## config.mk

```make
export PLATFORM = sky130hd
export DESIGN_NAME = asrm_top
export DESIGN_NICKNAME = d
export VERILOG_FILES = /design/src/verilog/asrm_pkg.sv /design/src/verilog/asrm_crc_byte.sv /design/src/verilog/asrm_fifo.sv /design/src/verilog/asrm_top.sv
export SDC_FILE = /design/constraint.sdc
export NUM_CORES = 2
export LEC_CHECK = 0
export BUFFER_PORTS_ARGS = -buffer_cell sky130_fd_sc_hd__buf_2
export CORE_AREA = 5 5 312 375
export DETAILED_ROUTE_END_ITERATION = 10
export DIE_AREA = 0 0 317 380
export PLACE_DENSITY_LB_ADDON = 0.3
export SYNTH_ARGS = -nofsm -noshare
export SYNTH_HDL_FRONTEND = slang
export SYNTH_SLANG_ARGS = --single-unit
```

## constraint.sdc

```tcl
create_clock -name pclk -period 7.24 [get_ports pclk]
set_clock_uncertainty 0.15 [all_clocks]
set_input_delay 1.448 -clock pclk [delete_from_list [all_inputs] [get_ports pclk]]
set_output_delay 1.448 -clock pclk [all_outputs]
set_load 0.05 [all_outputs]
```

## src/verilog/asrm_pkg.sv

```systemverilog
// Contract
// - Identity: family byte, 48-bit serial, check byte
// - Check byte is CRC-8 over first 56 bits
// - CRC-8 starts at zero, bits fed LSB first
// - ROM command must precede memory commands
// - Every byte travels least significant bit first
// - Data memory is four 32-byte pages, 00h-7Fh
// - Status bytes 0-6 OTP, byte 7 volatile
// - Writes pass through the 8-bit scratchpad
// - CRC-16 returned over command, address, data
// - Commit by program pulse or dummy FFh
// - Conditional search answers only when condition met
// - Drive two open-drain switches, report sensed levels
// - Status 7 holds selection, flip-flops, supply bit
// - Programmed protect bit locks its data page
package asrm_pkg;
  localparam int unsigned BYTE_W = 8;
  localparam int unsigned DATA_BYTES = 128;
  localparam int unsigned STAT_BYTES = 8;
  localparam int unsigned FIFO_DEPTH = 32;
  localparam int unsigned APB_AW = 12;
  localparam int unsigned APB_DW = 32;
  localparam logic [15:0] DATA_END = 16'h007f;
  localparam logic [15:0] STAT_END = 16'h0007;
  localparam logic [15:0] STAT_RAM_ADDR = 16'h0007;
  localparam logic [7:0] CRC8_POLY = 8'h8c;
  localparam logic [15:0] CRC16_POLY = 16'ha001;
  localparam logic [7:0] CMD_READ_ROM = 8'h33;
  localparam logic [7:0] CMD_MATCH = 8'h55;
  localparam logic [7:0] CMD_SEARCH = 8'hf0;
  localparam logic [7:0] CMD_SKIP = 8'hcc;
  localparam logic [7:0] CMD_COND = 8'hec;
  localparam logic [7:0] CMD_RD_MEM = 8'hf0;
  localparam logic [7:0] CMD_WR_MEM = 8'h0f;
  localparam logic [7:0] CMD_RD_STAT = 8'haa;
  localparam logic [7:0] CMD_WR_STAT = 8'h55;
  localparam logic [7:0] CMD_CHAN = 8'hf5;
  localparam logic [7:0] COMMIT_BYTE = 8'hff;
  localparam logic [7:0] OTP_RESET = 8'hff;
  localparam logic [7:0] TEST_RESET = 8'h00;
  localparam logic [6:0] ST7_RESET = 7'h7f;
  localparam int unsigned ST_PROT = 0;
  localparam int unsigned ST_TEST = 5;
  localparam int unsigned ST_SIX = 6;
  localparam int unsigned ST_RAM = 7;
  localparam int unsigned ST7_POL = 0;
  localparam int unsigned ST7_SRC = 1;
  localparam int unsigned ST7_CHN = 3;
  localparam int unsigned ST7_FFA = 5;
  localparam int unsigned ST7_FFB = 6;
  localparam logic [11:0] REG_CTRL = 12'h000;
  localparam logic [11:0] REG_STAT = 12'h004;
  localparam logic [11:0] REG_ID_LO = 12'h008;
  localparam logic [11:0] REG_ID_HI = 12'h00c;
  localparam int unsigned CTRL_SUP = 0;
  localparam int unsigned CTRL_EN = 1;
  localparam logic [1:0] CTRL_RESET = 2'h2;
  typedef enum logic [3:0] {
    S_ROM, S_MATCH, S_ID_SEND, S_MEMCMD, S_ADDR_LO, S_ADDR_HI, S_DATA,
    S_CRC_LO, S_CRC_HI, S_COMMIT, S_READ, S_CHAN, S_IDLE
  } asrm_state_e;
endpackage

```

## src/verilog/asrm_crc_byte.sv

```systemverilog
module asrm_crc_byte #(
  parameter int unsigned W = 8,
  parameter logic [W-1:0] POLY = '0
) (
  input wire logic [W-1:0] crc_in,
  input wire logic [7:0] data,
  output logic [W-1:0] crc_out
);
  // Reflected shift-register form: bit 0 of the byte enters first
  always_comb begin
    logic [W-1:0] c;
    logic fb;
    c = crc_in;
    fb = 1'b0;
    for (int i = 0; i < 8; i++) begin
      fb = c[0] ^ data[i];
      c = c >> 1;
      if (fb) begin
        c = c ^ POLY;
      end
    end
    crc_out = c;
  end
endmodule

```

## src/verilog/asrm_fifo.sv

```systemverilog
module asrm_fifo #(
  parameter int unsigned WIDTH = 8,
  parameter int unsigned DEPTH = 32,
  parameter int unsigned AW = $clog2(DEPTH)
) (
  input wire logic clk,
  input wire logic rst_n,
  input wire logic ce,
  input wire logic in_valid,
  output logic in_ready,
  input wire logic [WIDTH-1:0] in_data,
  output logic out_valid,
  input wire logic out_ready,
  output logic [WIDTH-1:0] out_data
);
  logic [AW:0] cnt_q, cnt_d;
  logic [AW-1:0] wr_q, wr_d, rd_q, rd_d;
  logic [WIDTH-1:0] mem_q [DEPTH];
  logic push, pop;

  assign in_ready = (cnt_q != DEPTH[AW:0]);
  assign out_valid = (cnt_q != '0);
  assign out_data = mem_q[rd_q];
  assign push = in_valid & in_ready;
  assign pop = out_valid & out_ready;

  always_comb begin
    wr_d = push ? wr_q + 1'b1 : wr_q;
    rd_d = pop ? rd_q + 1'b1 : rd_q;
    cnt_d = cnt_q + {{AW{1'b0}}, push} - {{AW{1'b0}}, pop};
  end

  always_ff @(posedge clk or negedge rst_n) begin
    if (!rst_n) begin
      cnt_q <= '0;
      wr_q <= '0;
      rd_q <= '0;
    end else if (ce) begin
      cnt_q <= cnt_d;
      wr_q <= wr_d;
      rd_q <= rd_d;
    end
  end

  // Storage carries no reset: only valid entries are ever read
  always_ff @(posedge clk) begin
    if (ce && push) begin
      mem_q[wr_q] <= in_data;
    end
  end
endmodule

```

## src/verilog/asrm_top.sv

```systemverilog
// The APB interface to the registers and the register offsets were left to the implementer.
module asrm_top #(
  parameter logic [7:0] FAMILY = 8'h5a,          // Arbitrary value
  parameter logic [47:0] SERIAL = 48'h0000_0000_0001 // Arbitrary value
) (
  input wire logic pclk,
  input wire logic presetn,
  input wire logic ce,
  input wire logic psel,
  input wire logic penable,
  input wire logic pwrite,
  input wire logic [asrm_pkg::APB_AW-1:0] paddr,
  input wire logic [asrm_pkg::APB_DW-1:0] pwdata,
  output logic [asrm_pkg::APB_DW-1:0] prdata,
  output logic pready,
  output logic pslverr,
  input wire logic link_reset,
  input wire logic prog_pulse,
  input wire logic rx_valid,
  input wire logic [asrm_pkg::BYTE_W-1:0] rx_data,
  output logic rx_ready,
  output logic tx_valid,
  output logic [asrm_pkg::BYTE_W-1:0] tx_data,
  input wire logic tx_ready,
  input wire logic switch_channel_a_i,
  output logic switch_channel_a_o,
  output logic switch_channel_a_oe,
  input wire logic switch_channel_b_i,
  output logic switch_channel_b_o,
  output logic switch_channel_b_oe
);
  import asrm_pkg::*;

  asrm_state_e state_q, state_d;
  logic [2:0] cnt_q, cnt_d, init_q, init_d;
  logic [15:0] addr_q, addr_d, crc16_q, crc16_d, crc16_in, crc16_out;
  logic [7:0] cmd_q, cmd_d, scratch_q, scratch_d, idcrc_q, idcrc_d;
  logic [7:0] crc8_in, crc8_out, push_data, rd_byte, chan_info, st7;
  logic mism_q, mism_d, rx_ready_q, rx_ready_d;
  logic [1:0] ctrl_q, ctrl_d, act_q, act_d, sense_q, oe_q, oe_d, pin_o_q;
  logic pready_q, pready_d, pslverr_q, pslverr_d;
  logic [31:0] prdata_q, prdata_d;
  logic [7:0] data_q [DATA_BYTES];
  logic [7:0] stat_q [STAT_BYTES];
  logic id_ready, rx_take, push, fifo_in_ready, store_en, cond_met;
  logic is_stat, is_write, in_range, at_end, ram_tgt, prot, done, id_ok;
  logic [1:0] cv;
  logic [63:0] id_code;

  ////////////////////////////////////////////////////////////////////////
  // Identity code and its check byte, built once after reset
  assign id_code = {idcrc_q, SERIAL, FAMILY};
  assign id_ready = (init_q == 3'd7);
  assign crc8_in = (init_q == 3'd0) ? 8'h00 : idcrc_q;

  function automatic logic [7:0] id_byte(input logic [2:0] i,
                                         input logic [63:0] id);
    return id[{i, 3'b000} +: 8];
  endfunction

  asrm_crc_byte #(.W(8), .POLY(CRC8_POLY)) u_crc8 (
    .crc_in(crc8_in),
    .data(id_byte(init_q, id_code)),
    .crc_out(crc8_out)
  );

  always_comb begin
    init_d = id_ready ? init_q : init_q + 3'd1;
    idcrc_d = id_ready ? idcrc_q : crc8_out;
  end

  ////////////////////////////////////////////////////////////////////////
  // Conditional search selection and channel reporting
  assign st7 = {ctrl_q[CTRL_SUP], stat_q[ST_RAM][6:0]};
  always_comb begin
    case (st7[ST7_SRC +: 2])
      2'b01: cv = {st7[ST7_FFB], st7[ST7_FFA]};
      2'b10: cv = sense_q;
      2'b11: cv = act_q;
      default: cv = 2'b00;
    endcase
    case (st7[ST7_CHN +: 2])
      2'b01: cond_met = (cv[0] == st7[ST7_POL]);
      2'b10: cond_met = (cv[1] == st7[ST7_POL]);
      2'b11: cond_met = ((cv[0] | cv[1]) == st7[ST7_POL]);
      default: cond_met = 1'b0;
    endcase
    if (st7[ST7_SRC +: 2] == 2'b00) begin
      cond_met = 1'b0;
    end
  end
  assign chan_info = {st7[7], 1'b0, act_q, sense_q,
                      st7[ST7_FFB], st7[ST7_FFA]};

  ////////////////////////////////////////////////////////////////////////
  // Memory decode
  assign is_stat = (cmd_q == CMD_RD_STAT) || (cmd_q == CMD_WR_STAT);
  assign is_write = (cmd_q == CMD_WR_MEM) || (cmd_q == CMD_WR_STAT);
  assign in_range = addr_q <= (is_stat ? STAT_END : DATA_END);
  assign at_end = addr_q == (is_stat ? STAT_END : DATA_END);
  assign ram_tgt = is_stat && (addr_q == STAT_RAM_ADDR);
  assign prot = !is_stat && !stat_q[ST_PROT][addr_q[6:5]];
  assign rd_byte = is_stat ? ((addr_q[2:0] == 3'd7) ? st7 :
                   stat_q[addr_q[2:0]]) : data_q[addr_q[6:0]];
  assign rx_take = rx_valid & rx_ready_q;
  assign crc16_in = (state_q == S_MEMCMD) ? 16'h0000 : crc16_q;

  asrm_crc_byte #(.W(16), .POLY(CRC16_POLY)) u_crc16 (
    .crc_in(crc16_in),
    .data(rx_data),
    .crc_out(crc16_out)
  );

  ////////////////////////////////////////////////////////////////////////
  // Command sequencer
  always_comb begin
    state_d = state_q;
    cnt_d = cnt_q;
    addr_d = addr_q;
    cmd_d = cmd_q;
    scratch_d = scratch_q;
    crc16_d = crc16_q;
    mism_d = mism_q;
    id_ok = rx_data == id_byte(cnt_q, id_code);
    push = 1'b0;
    push_data = 8'h00;
    store_en = 1'b0;
    case (state_q)
      S_ROM: if (rx_take) begin
        cnt_d = 3'd0;
        mism_d = 1'b0;
        case (rx_data)
          CMD_READ_ROM, CMD_SEARCH: state_d = S_ID_SEND;
          CMD_COND: state_d = cond_met ? S_ID_SEND : S_IDLE;
          CMD_MATCH: state_d = S_MATCH;
          CMD_SKIP: state_d = S_MEMCMD;
          default: state_d = S_IDLE;
        endcase
      end
      S_MATCH: if (rx_take) begin
        mism_d = mism_q | !id_ok;
        cnt_d = cnt_q + 3'd1;
        if (cnt_q == 3'd7) begin
          state_d = (mism_q || !id_ok) ? S_IDLE : S_MEMCMD;
        end
      end
      S_ID_SEND: begin
        push = 1'b1;
        push_data = id_byte(cnt_q, id_code);
        if (fifo_in_ready) begin
          cnt_d = cnt_q + 3'd1;
          if (cnt_q == 3'd7) begin
            state_d = S_MEMCMD;
          end
        end
      end
      S_MEMCMD: if (rx_take) begin
        cmd_d = rx_data;
        crc16_d = crc16_out;
        case (rx_data)
          CMD_RD_MEM, CMD_RD_STAT, CMD_WR_MEM, CMD_WR_STAT:
            state_d = S_ADDR_LO;
          CMD_CHAN: state_d = S_CHAN;
          default: state_d = S_IDLE;
        endcase
      end
      S_ADDR_LO: if (rx_take) begin
        addr_d[7:0] = rx_data;
        crc16_d = crc16_out;
        state_d = S_ADDR_HI;
      end
      S_ADDR_HI: if (rx_take) begin
        addr_d[15:8] = rx_data;
        crc16_d = crc16_out;
        state_d = is_write ? S_DATA : S_READ;
      end
      S_DATA: if (rx_take) begin
        scratch_d = rx_data;
        crc16_d = crc16_out;
        state_d = S_CRC_LO;
      end
      S_CRC_LO: begin
        push = 1'b1;
        push_data = ~crc16_q[7:0];
        if (fifo_in_ready) begin
          state_d = S_CRC_HI;
        end
      end
      S_CRC_HI: begin
        push = 1'b1;
        push_data = ~crc16_q[15:8];
        if (fifo_in_ready) begin
          state_d = S_COMMIT;
        end
      end
      S_COMMIT: if (ram_tgt) begin
        if (rx_take && rx_data == COMMIT_BYTE) begin
          store_en = 1'b1;
          state_d = S_IDLE;
        end
      end else if (prog_pulse) begin
        store_en = in_range;
        state_d = S_IDLE;
      end
      S_READ: if (!in_range) begin
        state_d = S_IDLE;
      end else begin
        push = 1'b1;
        push_data = rd_byte;
        if (fifo_in_ready) begin
          addr_d = addr_q + 16'h0001;
          if (at_end) begin
            state_d = S_IDLE;
          end
        end
      end
      S_CHAN: begin
        push = 1'b1;
        push_data = chan_info;
        if (fifo_in_ready) begin
          state_d = S_IDLE;
        end
      end
      S_IDLE: state_d = S_IDLE;
      default: state_d = S_ROM;
    endcase
    // Scratchpad is left as is; only the commit state stores it
    if (link_reset || !id_ready || !ctrl_q[CTRL_EN]) begin
      state_d = S_ROM;
    end
  end

  always_comb begin
    case (state_d)
      S_ID_SEND, S_CRC_LO, S_CRC_HI, S_READ, S_CHAN: rx_ready_d = 1'b0;
      default: rx_ready_d = id_ready & ctrl_q[CTRL_EN] & !link_reset;
    endcase
    // Set wins over the clear from a channel access
    act_d = ((state_q == S_CHAN && fifo_in_ready) ? 2'b00 : act_q) |
            (sense_q ^ {switch_channel_b_i, switch_channel_a_i});
    oe_d = ~{stat_q[ST_RAM][ST7_FFB], stat_q[ST_RAM][ST7_FFA]};
  end

  ////////////////////////////////////////////////////////////////////////
  // APB slave, one wait state on every access
  always_comb begin
    done = psel & penable & pready_q;
    pready_d = psel & penable & ~pready_q;
    ctrl_d = (done && pwrite && paddr == REG_CTRL) ? pwdata[1:0] : ctrl_q;
    prdata_d = prdata_q;
    pslverr_d = 1'b0;
    if (pready_d) begin
      prdata_d = 32'h0000_0000;
      case (paddr)
        REG_CTRL: prdata_d[1:0] = ctrl_q;
        REG_STAT: prdata_d[8:0] = {id_ready, cond_met, act_q, sense_q,
                                   st7[ST7_FFB], st7[ST7_FFA], ram_tgt};
        REG_ID_LO: prdata_d = id_code[31:0];
        REG_ID_HI: prdata_d = id_code[63:32];
        default: pslverr_d = 1'b1;
      endcase
    end
  end

  ////////////////////////////////////////////////////////////////////////
  always_ff @(posedge pclk or negedge presetn) begin
    if (!presetn) begin
      state_q <= S_ROM;
      cnt_q <= 3'd0;
      init_q <= 3'd0;
      addr_q <= 16'h0000;
      cmd_q <= 8'h00;
      scratch_q <= 8'h00;
      crc16_q <= 16'h0000;
      idcrc_q <= 8'h00;
      mism_q <= 1'b0;
      rx_ready_q <= 1'b0;
      ctrl_q <= CTRL_RESET;
      act_q <= 2'b00;
      // Pins idle high with both switches off; avoids a false activity edge
      sense_q <= 2'b11;
      oe_q <= 2'b00;
      pin_o_q <= 2'b00;
      pready_q <= 1'b0;
      pslverr_q <= 1'b0;
      prdata_q <= 32'h0000_0000;
    end else if (ce) begin
      state_q <= state_d;
      cnt_q <= cnt_d;
      init_q <= init_d;
      addr_q <= addr_d;
      cmd_q <= cmd_d;
      scratch_q <= scratch_d;
      crc16_q <= crc16_d;
      idcrc_q <= idcrc_d;
      mism_q <= mism_d;
      rx_ready_q <= rx_ready_d;
      ctrl_q <= ctrl_d;
      act_q <= act_d;
      sense_q <= {switch_channel_b_i, switch_channel_a_i};
      oe_q <= oe_d;
      pin_o_q <= 2'b00;
      pready_q <= pready_d;
      pslverr_q <= pslverr_d;
      prdata_q <= prdata_d;
    end
  end

  // OTP cells reset to erased, status bytes 5 and 6 to 00h, as a stand-in for non-volatile storage
  always_ff @(posedge pclk or negedge presetn) begin
    if (!presetn) begin
      for (int i = 0; i < DATA_BYTES; i++) begin
        data_q[i] <= OTP_RESET;
      end
      for (int i = 0; i < STAT_BYTES; i++) begin
        stat_q[i] <= OTP_RESET;
      end
      stat_q[ST_TEST] <= TEST_RESET;
      stat_q[ST_SIX] <= TEST_RESET;
      stat_q[ST_RAM] <= {1'b0, ST7_RESET};
    end else if (ce && store_en) begin
      if (!is_stat) begin
        if (!prot) begin
          data_q[addr_q[6:0]] <= data_q[addr_q[6:0]] & scratch_q;
        end
      end else if (ram_tgt) begin
        stat_q[ST_RAM] <= {1'b0, scratch_q[6:0]};
      end else begin
        stat_q[addr_q[2:0]] <= stat_q[addr_q[2:0]] & scratch_q;
      end
    end
  end

  asrm_fifo #(.WIDTH(BYTE_W), .DEPTH(FIFO_DEPTH)) u_fifo (
    .clk(pclk),
    .rst_n(presetn),
    .ce(ce),
    .in_valid(push),
    .in_ready(fifo_in_ready),
    .in_data(push_data),
    .out_valid(tx_valid),
    .out_ready(tx_ready),
    .out_data(tx_data)
  );

  assign prdata = prdata_q;
  assign pready = pready_q;
  assign pslverr = pslverr_q;
  assign rx_ready = rx_ready_q;
  assign switch_channel_a_oe = oe_q[0];
  assign switch_channel_b_oe = oe_q[1];
  assign switch_channel_a_o = pin_o_q[0];
  assign switch_channel_b_o = pin_o_q[1];

  ////////////////////////////////////////////////////////////////////////
  rom_first_a: assert property (@(posedge pclk) disable iff (!presetn)
    ce && state_q == S_ROM |=> !(state_q inside {S_ADDR_LO, S_READ,
    S_DATA, S_CHAN})) else $error("memory state entered from ROM level");
  bus_reset_a: assert property (@(posedge pclk) disable iff (!presetn)
    ce && link_reset |=> state_q == S_ROM && !rx_ready)
    else $error("bus reset did not abort");
  scratch_load_a: assert property (@(posedge pclk) disable iff (!presetn)
    ce && state_q == S_DATA && rx_take |=> state_q == S_CRC_LO &&
    scratch_q == $past(rx_data)) else $error("scratchpad not loaded");
  crc_send_a: assert property (@(posedge pclk) disable iff (!presetn)
    state_q == S_CRC_LO |-> push && push_data == ~crc16_q[7:0])
    else $error("CRC low byte wrong");
  ram_commit_a: assert property (@(posedge pclk) disable iff (!presetn)
    ce && state_q == S_COMMIT && ram_tgt && rx_take && rx_data == 8'hff
    |=> stat_q[7][6:0] == $past(scratch_q[6:0]) && state_q == S_IDLE)
    else $error("volatile commit failed");
  otp_clear_a: assert property (@(posedge pclk) disable iff (!presetn)
    ce && store_en && !is_stat |=> (data_q[$past(addr_q[6:0])] &
    ~$past(data_q[addr_q[6:0]])) == 8'h00) else $error("OTP bit set");
  page_lock_a: assert property (@(posedge pclk) disable iff (!presetn)
    ce && store_en && prot |=> data_q[$past(addr_q[6:0])] ==
    $past(data_q[addr_q[6:0]])) else $error("protected page written");
  cond_skip_a: assert property (@(posedge pclk) disable iff (!presetn)
    ce && state_q == S_ROM && rx_take && rx_data == 8'hec && !cond_met &&
    !link_reset && ctrl_q[1] |=> state_q == S_IDLE)
    else $error("answered unmet condition");
  switch_drv_a: assert property (@(posedge pclk) disable iff (!presetn)
    ce |=> switch_channel_a_oe == !$past(stat_q[7][5]))
    else $error("switch A drive wrong");
  read_range_a: assert property (@(posedge pclk) disable iff (!presetn)
    push && state_q == S_READ && !is_stat |-> addr_q <= 16'h007f)
    else $error("read beyond data memory");
endmodule

```

# Word-level counts from Yosys, hierarchy flattened

Memory sizes are Yosys's and may differ from the RTL's.
Index checks and enable logic that the tools add are counted.

Flip-flop bits (word level): 1,214
Bits in writable memories: 256
Input bits: 64
Output and inout port bits: 48
Logic and storage cells: 428
Memories kept: 1

Memory list:

| name         | words | bits a word | rd ports | clocked after Yosys merged registers in | wr ports | line            | text |
|---|---|---|---|---|---|---|---|
| u_fifo.mem_q | 32    | 8           | 1        | 0                                       | 1        | asrm_fifo.sv:18 | `logic [WIDTH-1:0] mem_q [DEPTH];` |

Add/sub/neg operators: 7
Order comparisons: 6
Eq/ne operators: 55
Shift-type cells: 2
Muxes and demuxes: 93
Bitwise operators: 56
Reduce and logical (&&, ||, !) cells: 51

Operators with widths:

| cell                                                                    | number |
|---|---|
| 1024-bit bitwise mux                                                    | 1 |
| 16-bit two-way mux                                                      | 11 |
| 8-bit two-way mux                                                       | 20 |
| 64-bit by 7-bit indexed part select with 8-bit output                   | 2 |
| 4-bit two-way mux                                                       | 22 |
| 64-bit bitwise mux                                                      | 1 |
| 8-bit binary-select mux with 7-bit select                               | 1 |
| 8-bit demux with 7-bit select                                           | 1 |
| 8-bit equality test (second input constant)                             | 7 |
| 4-bit one-hot mux with 13 select lines                                  | 1 |
| 2-bit inverter with 3-bit output                                        | 16 |
| 8-bit one-hot mux with 5 select lines                                   | 1 |
| 4-bit equality test (second input constant)                             | 8 |
| 8-bit one-hot mux with 2 select lines                                   | 2 |
| 8-bit binary-select mux with 3-bit select                               | 1 |
| 8-bit demux with 3-bit select                                           | 1 |
| 12-bit by 4-bit equality test with 1-bit output (second input constant) | 2 |
| 23-bit two-way mux                                                      | 1 |
| 4-bit by 3-bit equality test with 1-bit output (second input constant)  | 5 |
| 16-bit by 1-bit adder with 16-bit output (second input constant)        | 1 |
| 8-bit bitwise AND                                                       | 2 |
| 16-bit by 3-bit equality test with 1-bit output (second input constant) | 1 |
| 16-bit by 7-bit equality test with 1-bit output                         | 1 |
| 8-bit by 4-bit equality test with 1-bit output (second input constant)  | 2 |
| 61 further kinds                                                        | 159 |

# Logic depth before layout (Yosys ltp)

Depth after elaboration: 18
Depth in mapped cells: 19

# Cells and area by module

A second synthesis with hierarchy kept.

Cell total of the unflattened synthesis: 6,166
Area total of the unflattened synthesis: 66,885.4 um2

Modules (own cells, without submodules):

| module                   | instances | cells an instance | area each (um2) |
|---|---|---|---|
| asrm_top                 | 1         | 5,561             | 55,448.2 |
| asrm_fifo                | 1         | 557               | 10,948.0 |
| asrm_crc_byte at u_crc16 | 1         | 26                | 251.5 |
| asrm_crc_byte at u_crc8  | 1         | 22                | 237.7 |

# Worst setup path after synthesis

No wires, ideal clock.

Path type: reg2out
From: register u_fifo.rd_q[0]
To: output tx_data[0] (netlist name)
Arrival time: 2.761 ns
Path slack: 2.881 ns
Stages on the path, launching flop included: 6
Path through: dfrtp_1 -> buf_1 -> buf_1 -> mux4_2 -> mux4_2 -> mux2_2

Longest elaborated chain between the ends: 1

Ends and longest elaborated chain:

| item                     | line            | text |
|---|---|---|
| start: declaration       | asrm_fifo.sv:17 | `logic [AW-1:0] wr_q, wr_d, rd_q, rd_d;` |
| start signal: assignment | asrm_fifo.sv:41 | `rd_q <= rd_d;` |
| memory 32 x 8 bit        | n/a             |  |
| end: declaration         | asrm_top.sv:23  | `output logic [asrm_pkg::BYTE_W-1:0] tx_data,` |

Every way passes these cells.

# Final worst setup path

From: register addr_q[0]
To: register data_q[867] (netlist name)

Longest elaborated chain between the ends: 6
Elaborated cells between the ends (all ways): 19

Ends and longest elaborated chain:

| item                                                                         | line                             | text |
|---|---|---|
| start: declaration                                                           | asrm_top.sv:36                   | `logic [15:0] addr_q, addr_d, crc16_q, crc16_d, crc16_in, crc16_out;` |
| start signal: assignment                                                     | asrm_top.sv:291                  | `addr_q <= addr_d;` |
| 16-bit less-or-equal comparator, or another cell as far along                | asrm_top.sv:99                   | `assign in_range = addr_q <= (is_stat ? STAT_END : DATA_END);` |
| 1-bit two-way mux, or another cell as far along                              | asrm_top.sv:201                  | `end else if (prog_pulse) begin` |
| 1-bit two-way mux, or another cell as far along                              | asrm_top.sv:196                  | `S_COMMIT: if (ram_tgt) begin` |
| 1-bit two-way mux / 8-bit two-way mux (equally long branches)                | asrm_top.sv:128, asrm_top.sv:324 |  |
| 1-bit logical AND, or another cell as far along                              | asrm_top.sv:321                  | `end else if (ce && store_en) begin` |
| 3-bit AND reduction (no line) / 1024-bit bitwise mux (equally long branches) | n/a                              |  |
| end signal: indexed assignment                                               | asrm_top.sv:324                  | `data_q[addr_q[6:0]] <= data_q[addr_q[6:0]] & scratch_q;` |
| end: declaration                                                             | asrm_top.sv:43                   | `logic [7:0] data_q [DATA_BYTES];` |

Several ways; a longest one is shown, not always the timed one. The select of a mux whose other input is x is not followed.
A chain may end at the register's enable or synchronous reset.

==> key figures <==
Status
  – Status: complete, no violations

Setup path
  – Crit Path Max Fanout: 83
  – R2R cell count: 9
  – CP arrival: 6.76 ns
  – Reg-to-reg critical path endpoint: data_q[867]
  – Worst Setup SP: addr_q[0]
  – Worst Setup Start Kind: register
  – Crit path required time: 7.79 ns
  – CP endpoint: data_q[867]
  – Critical path class: register to register
  – RR Startpoint: addr_q[0]
  – R2R Setup Slk: about 1.0 ns
  – Crit path capture type: register

Die
  – Num ports: 112
  – Die width: 317 um
  – Core outline area: 0.1127 mm2
  – Die height: 380 um
  – Standard-cell rows: 135
  – Area of the die: 0.1205 mm2
  – Initial core utilization: 59.55%

Drt
  – # DRC: 0
  – Routed Wire Length: 216000 um
  – Vias: 51210
  – Via density: 6.790
  – DRT Pass-1 Iters: 6
  – DR iter-0 viols: 6506
  – DR WL/cell: 28.65 um
  – Antenna Nets Post-Route: 0

Pwr
  – Internal Pwr Total: 13.09 mW
  – Comb power frac: 5.9%
  – Leakage: ~26 nW
  – Max IR drop VDD: approximately 0.00017 V
  – Switching share of power: 24.07%
  – Power Dens Cells: 233.8 mW/mm2
  – Sw power: 4.148 mW
  – Clock power share: 43.9%
  – Sequential share of power: 50.2%

Timing
  – # setup viols final: 0
  – FMAX: 161.1 MHz
  – RSZ-0062 raised after global routing: false
  – Period utilization: around 86%
  – Tmin final: a little over 6 ns
  – Slew headroom: 7.264%
  – Post-Route Setup TNS: 0 ns
  – Hold WS: 0.3252 ns
  – Hold Fails Final Rpt: 0
  – Max-slew violation count: 0
  – Worst-margin pin slew: 1.391 ns

Yosys
  – Cell taking the most area after synthesis: dfstp_2
  – Cells after synthesis: between 5000 and 6000
  – Post-synth EDFFs: 256
  – Average size of a mapped cell: 11.27 um2
  – Seq/Total Area, Yosys: 58.18%
  – Synth Register Bits: roughly 1500
  – Ys flop type: dfstp_2
  – Distinct cells, synth: 94
  – Top area cells in the synthesized netlist: dfstp_2 (42%), edfxtp_1 (11%), o21ai_0 (7.8%), nand2_1 (7.4%), mux4_2 (5.8%)
  – Area of the mapped netlist: between 0.06 and 0.07 mm2
  – Warnings, synthesis: 0
  – Synth top area share: 42.06%
  – Async S/R FF share, synth: 82.41%

Flow run
  – Max cap viols: 0

Placement
  – Placed cell area: 0.06897 mm2
  – DP HPWL: ~140000 um
  – Placer Congestion: just under 1
  – Post-placement cell count: 7273
  – Port Buf Inserts: 64

Global route
  – Grt ovf: 0
  – Vias in the first global route: 50700
  – Pin count of the biggest net entering global routing: about 170
  – Total track usage: 35.60%
  – Initial antenna violation count: 3
  – First-pass GRT wire length: 324800 um

Worst hold path
  – Class of the worst hold path: register to register

Finish
  – Filler Cells Inserted: 8337
  – Fin nets: around 6000
  – Area growth, synth to finish: 9.897%
  – Layout cells sized above 1: 33.14%
  – Final instance count without filler cells: between 7000 and 8000
  – Finished Cell Area: roughly 0.074 mm2

CTS
  – CTS tree: yes
  – Clk slew on worst S/H paths: ~0.060 ns
  – Num CTS Buffers: between 100 and 150
  – H-tree levels: 4
  – TritonCTS Sinks: 1455
  – Skew-Pair Late Insertion Delay: 0.81 ns
  – Hold-fix buffers, CTS: 0
  – CTS root buf: clkbuf_16
  – Clock buffer depth: 3
  – CTS resizes: 0
  – Setup Fix Bufs, Post-CTS: 0
-- cells in the final DEF (no fill, tap or decap), drive strengths merged, types with 82 or more instances in the layout --
master  Yosys  routed
edfxtp    256     256
nor2      144     144
a21oi      82      82
dfstp    1074    1074
nand3     163     163
dfrtp     125     125
mux4      172     172
a221oi    122     122
mux2i     109     109
buf       182     215
o21ai    1044    1044
mux2      231     231
nand2    1317    1317
clkbuf    238     211
a22oi      92      92
-- power groups by stage --
stage | Clock, mW | Sequential (mW) | Combinational, mW
CTS | 7.62 | 8.65 | 1.03
global route | 7.97 | 8.67 | 1.13
global placement | 0 | 8.78 | 0.996
finish | 7.57 | 8.65 | 1.02
detailed placement | 0 | 8.78 | 1.02
floorplan | 0 | 8.58 | 0.874
-- area by class of cell --
cell class	instances	area [um2]	area share (%)
diodes	3	7.507	0.01018
inverters	40	152.6	0.2070
flip-flops and latches	1455	39050	52.96
clock inverters	55	585.6	0.7942
repair buffers	215	1677	2.274
well taps	1507	1886	2.557
clock buffers	211	4167	5.651
multi-input cells	4056	26210	35.54
-- routing by layer --
layer / wire [um] / vias up / track usage [%]
met4: 18070 / 2 / 23.66
met5: 11 / - / 0
met2: 98880 / 3110 / 54.49
li1: - / 21500 / -
met1: 76700 / 25690 / 45.11
met3: 22380 / 908 / 8.802
-- registers in the layout, summed over array words and instances (netlist names), 3 cells and up --
| name | flops |
|---|---|
| scratch_q | 8 |
| st7 | 5 |
| idcrc_q | 8 |
| addr_q | 16 |
| u_fifo.rd_q | 5 |
| cnt_q | 3 |
| state_q | 4 |
| data_q | 1024 |
| init_q | 3 |
| u_fifo.mem_q | 256 |
| u_fifo.cnt_q | 6 |
| u_fifo.wr_q | 5 |
| prdata | 17 |
| stat_q | 57 |
| cmd_q | 8 |
| crc16_q | 16 |
-- cells in the mapped netlist (all sizes together), types with 6 or more instances --
cell type / instances
o221ai: 45
a22o: 33
a211oi: 11
mux4: 172
xnor2: 43
a31oi: 13
a222oi: 8
inv: 38
nor2b: 17
nand4: 24
mux2: 231
a21oi: 82
o21ai: 1044
a221o: 19
mux2i: 109
edfxtp: 256
xor2: 11
nor2: 144
dfrtp: 125
or3: 6
o22ai: 46
o22a: 23
nor4bb: 6
and3: 14
ha: 30
a221oi: 122
a311oi: 7
nor3: 28
buf: 182
and2: 14
nand2: 1317
or2: 11
o31ai: 9
nand2b: 24
clkbuf: 238
a22oi: 92
o211ai: 11
nand3: 163
nor4: 19
dfstp: 1074
-- worst min path at each step --
stage / startpoint / slack [ns] / end / cells past startpoint
global route: data_q[580] / 0.34 / data_q[580] / 2
detailed placement: stat_q[15] / 0.32 / stat_q[15] / 2
finish: data_q[346] / 0.33 / data_q[346] / 2
global placement: prdata[4] / 0.31 / prdata[4] / 2
floorplan: stat_q[15] / 0.29 / stat_q[15] / 2
CTS: data_q[339] / 0.33 / data_q[339] / 2
-- logic make-up after synthesis --
| group | Yosys count | share of synthesized area (%) |
|---|---|---|
| buffers and inverters | 460 | 3.249 |
| flip-flops | 1455 | 58.18 |
| adder cells (fa/ha/maj) | 32 | 0.6042 |
| AO/OA/AOI/OAI | 1621 | 14.52 |
| XOR/XNOR | 54 | 0.7049 |
| multiplexers | 512 | 11.28 |
| other | 1 | 0.005589 |
| AND/OR/NAND/NOR | 1820 | 11.45 |
-- metrics by stage --
step | power (mW) | setup slack, ns | utilization, %
2_1_floorplan | 9.457 | 2.881 | -
3_3_place_gp | 9.774 | 1.364 | 61.22
3_5_place_dp | 9.796 | 1.333 | 61.22
4_1_cts | 17.30 | 1.322 | 65.44
5_1_grt | 17.76 | 0.9248 | 65.44
6_report | 17.23 | 1.034 | 65.44
-- worst max-delay path, cell delays in order, from the launching register on --
cell      delay, ns
dfrtp_4        1.06
buf_4          0.38
nand2b_1       0.76
o22a_1         0.27
o221ai_1       0.21
a221o_1        0.43
nor4_1         0.95
nand2b_4       0.95
buf_4          0.58
o21ai_0        0.19
Note: power is estimated with default switching activity, not from simulation.
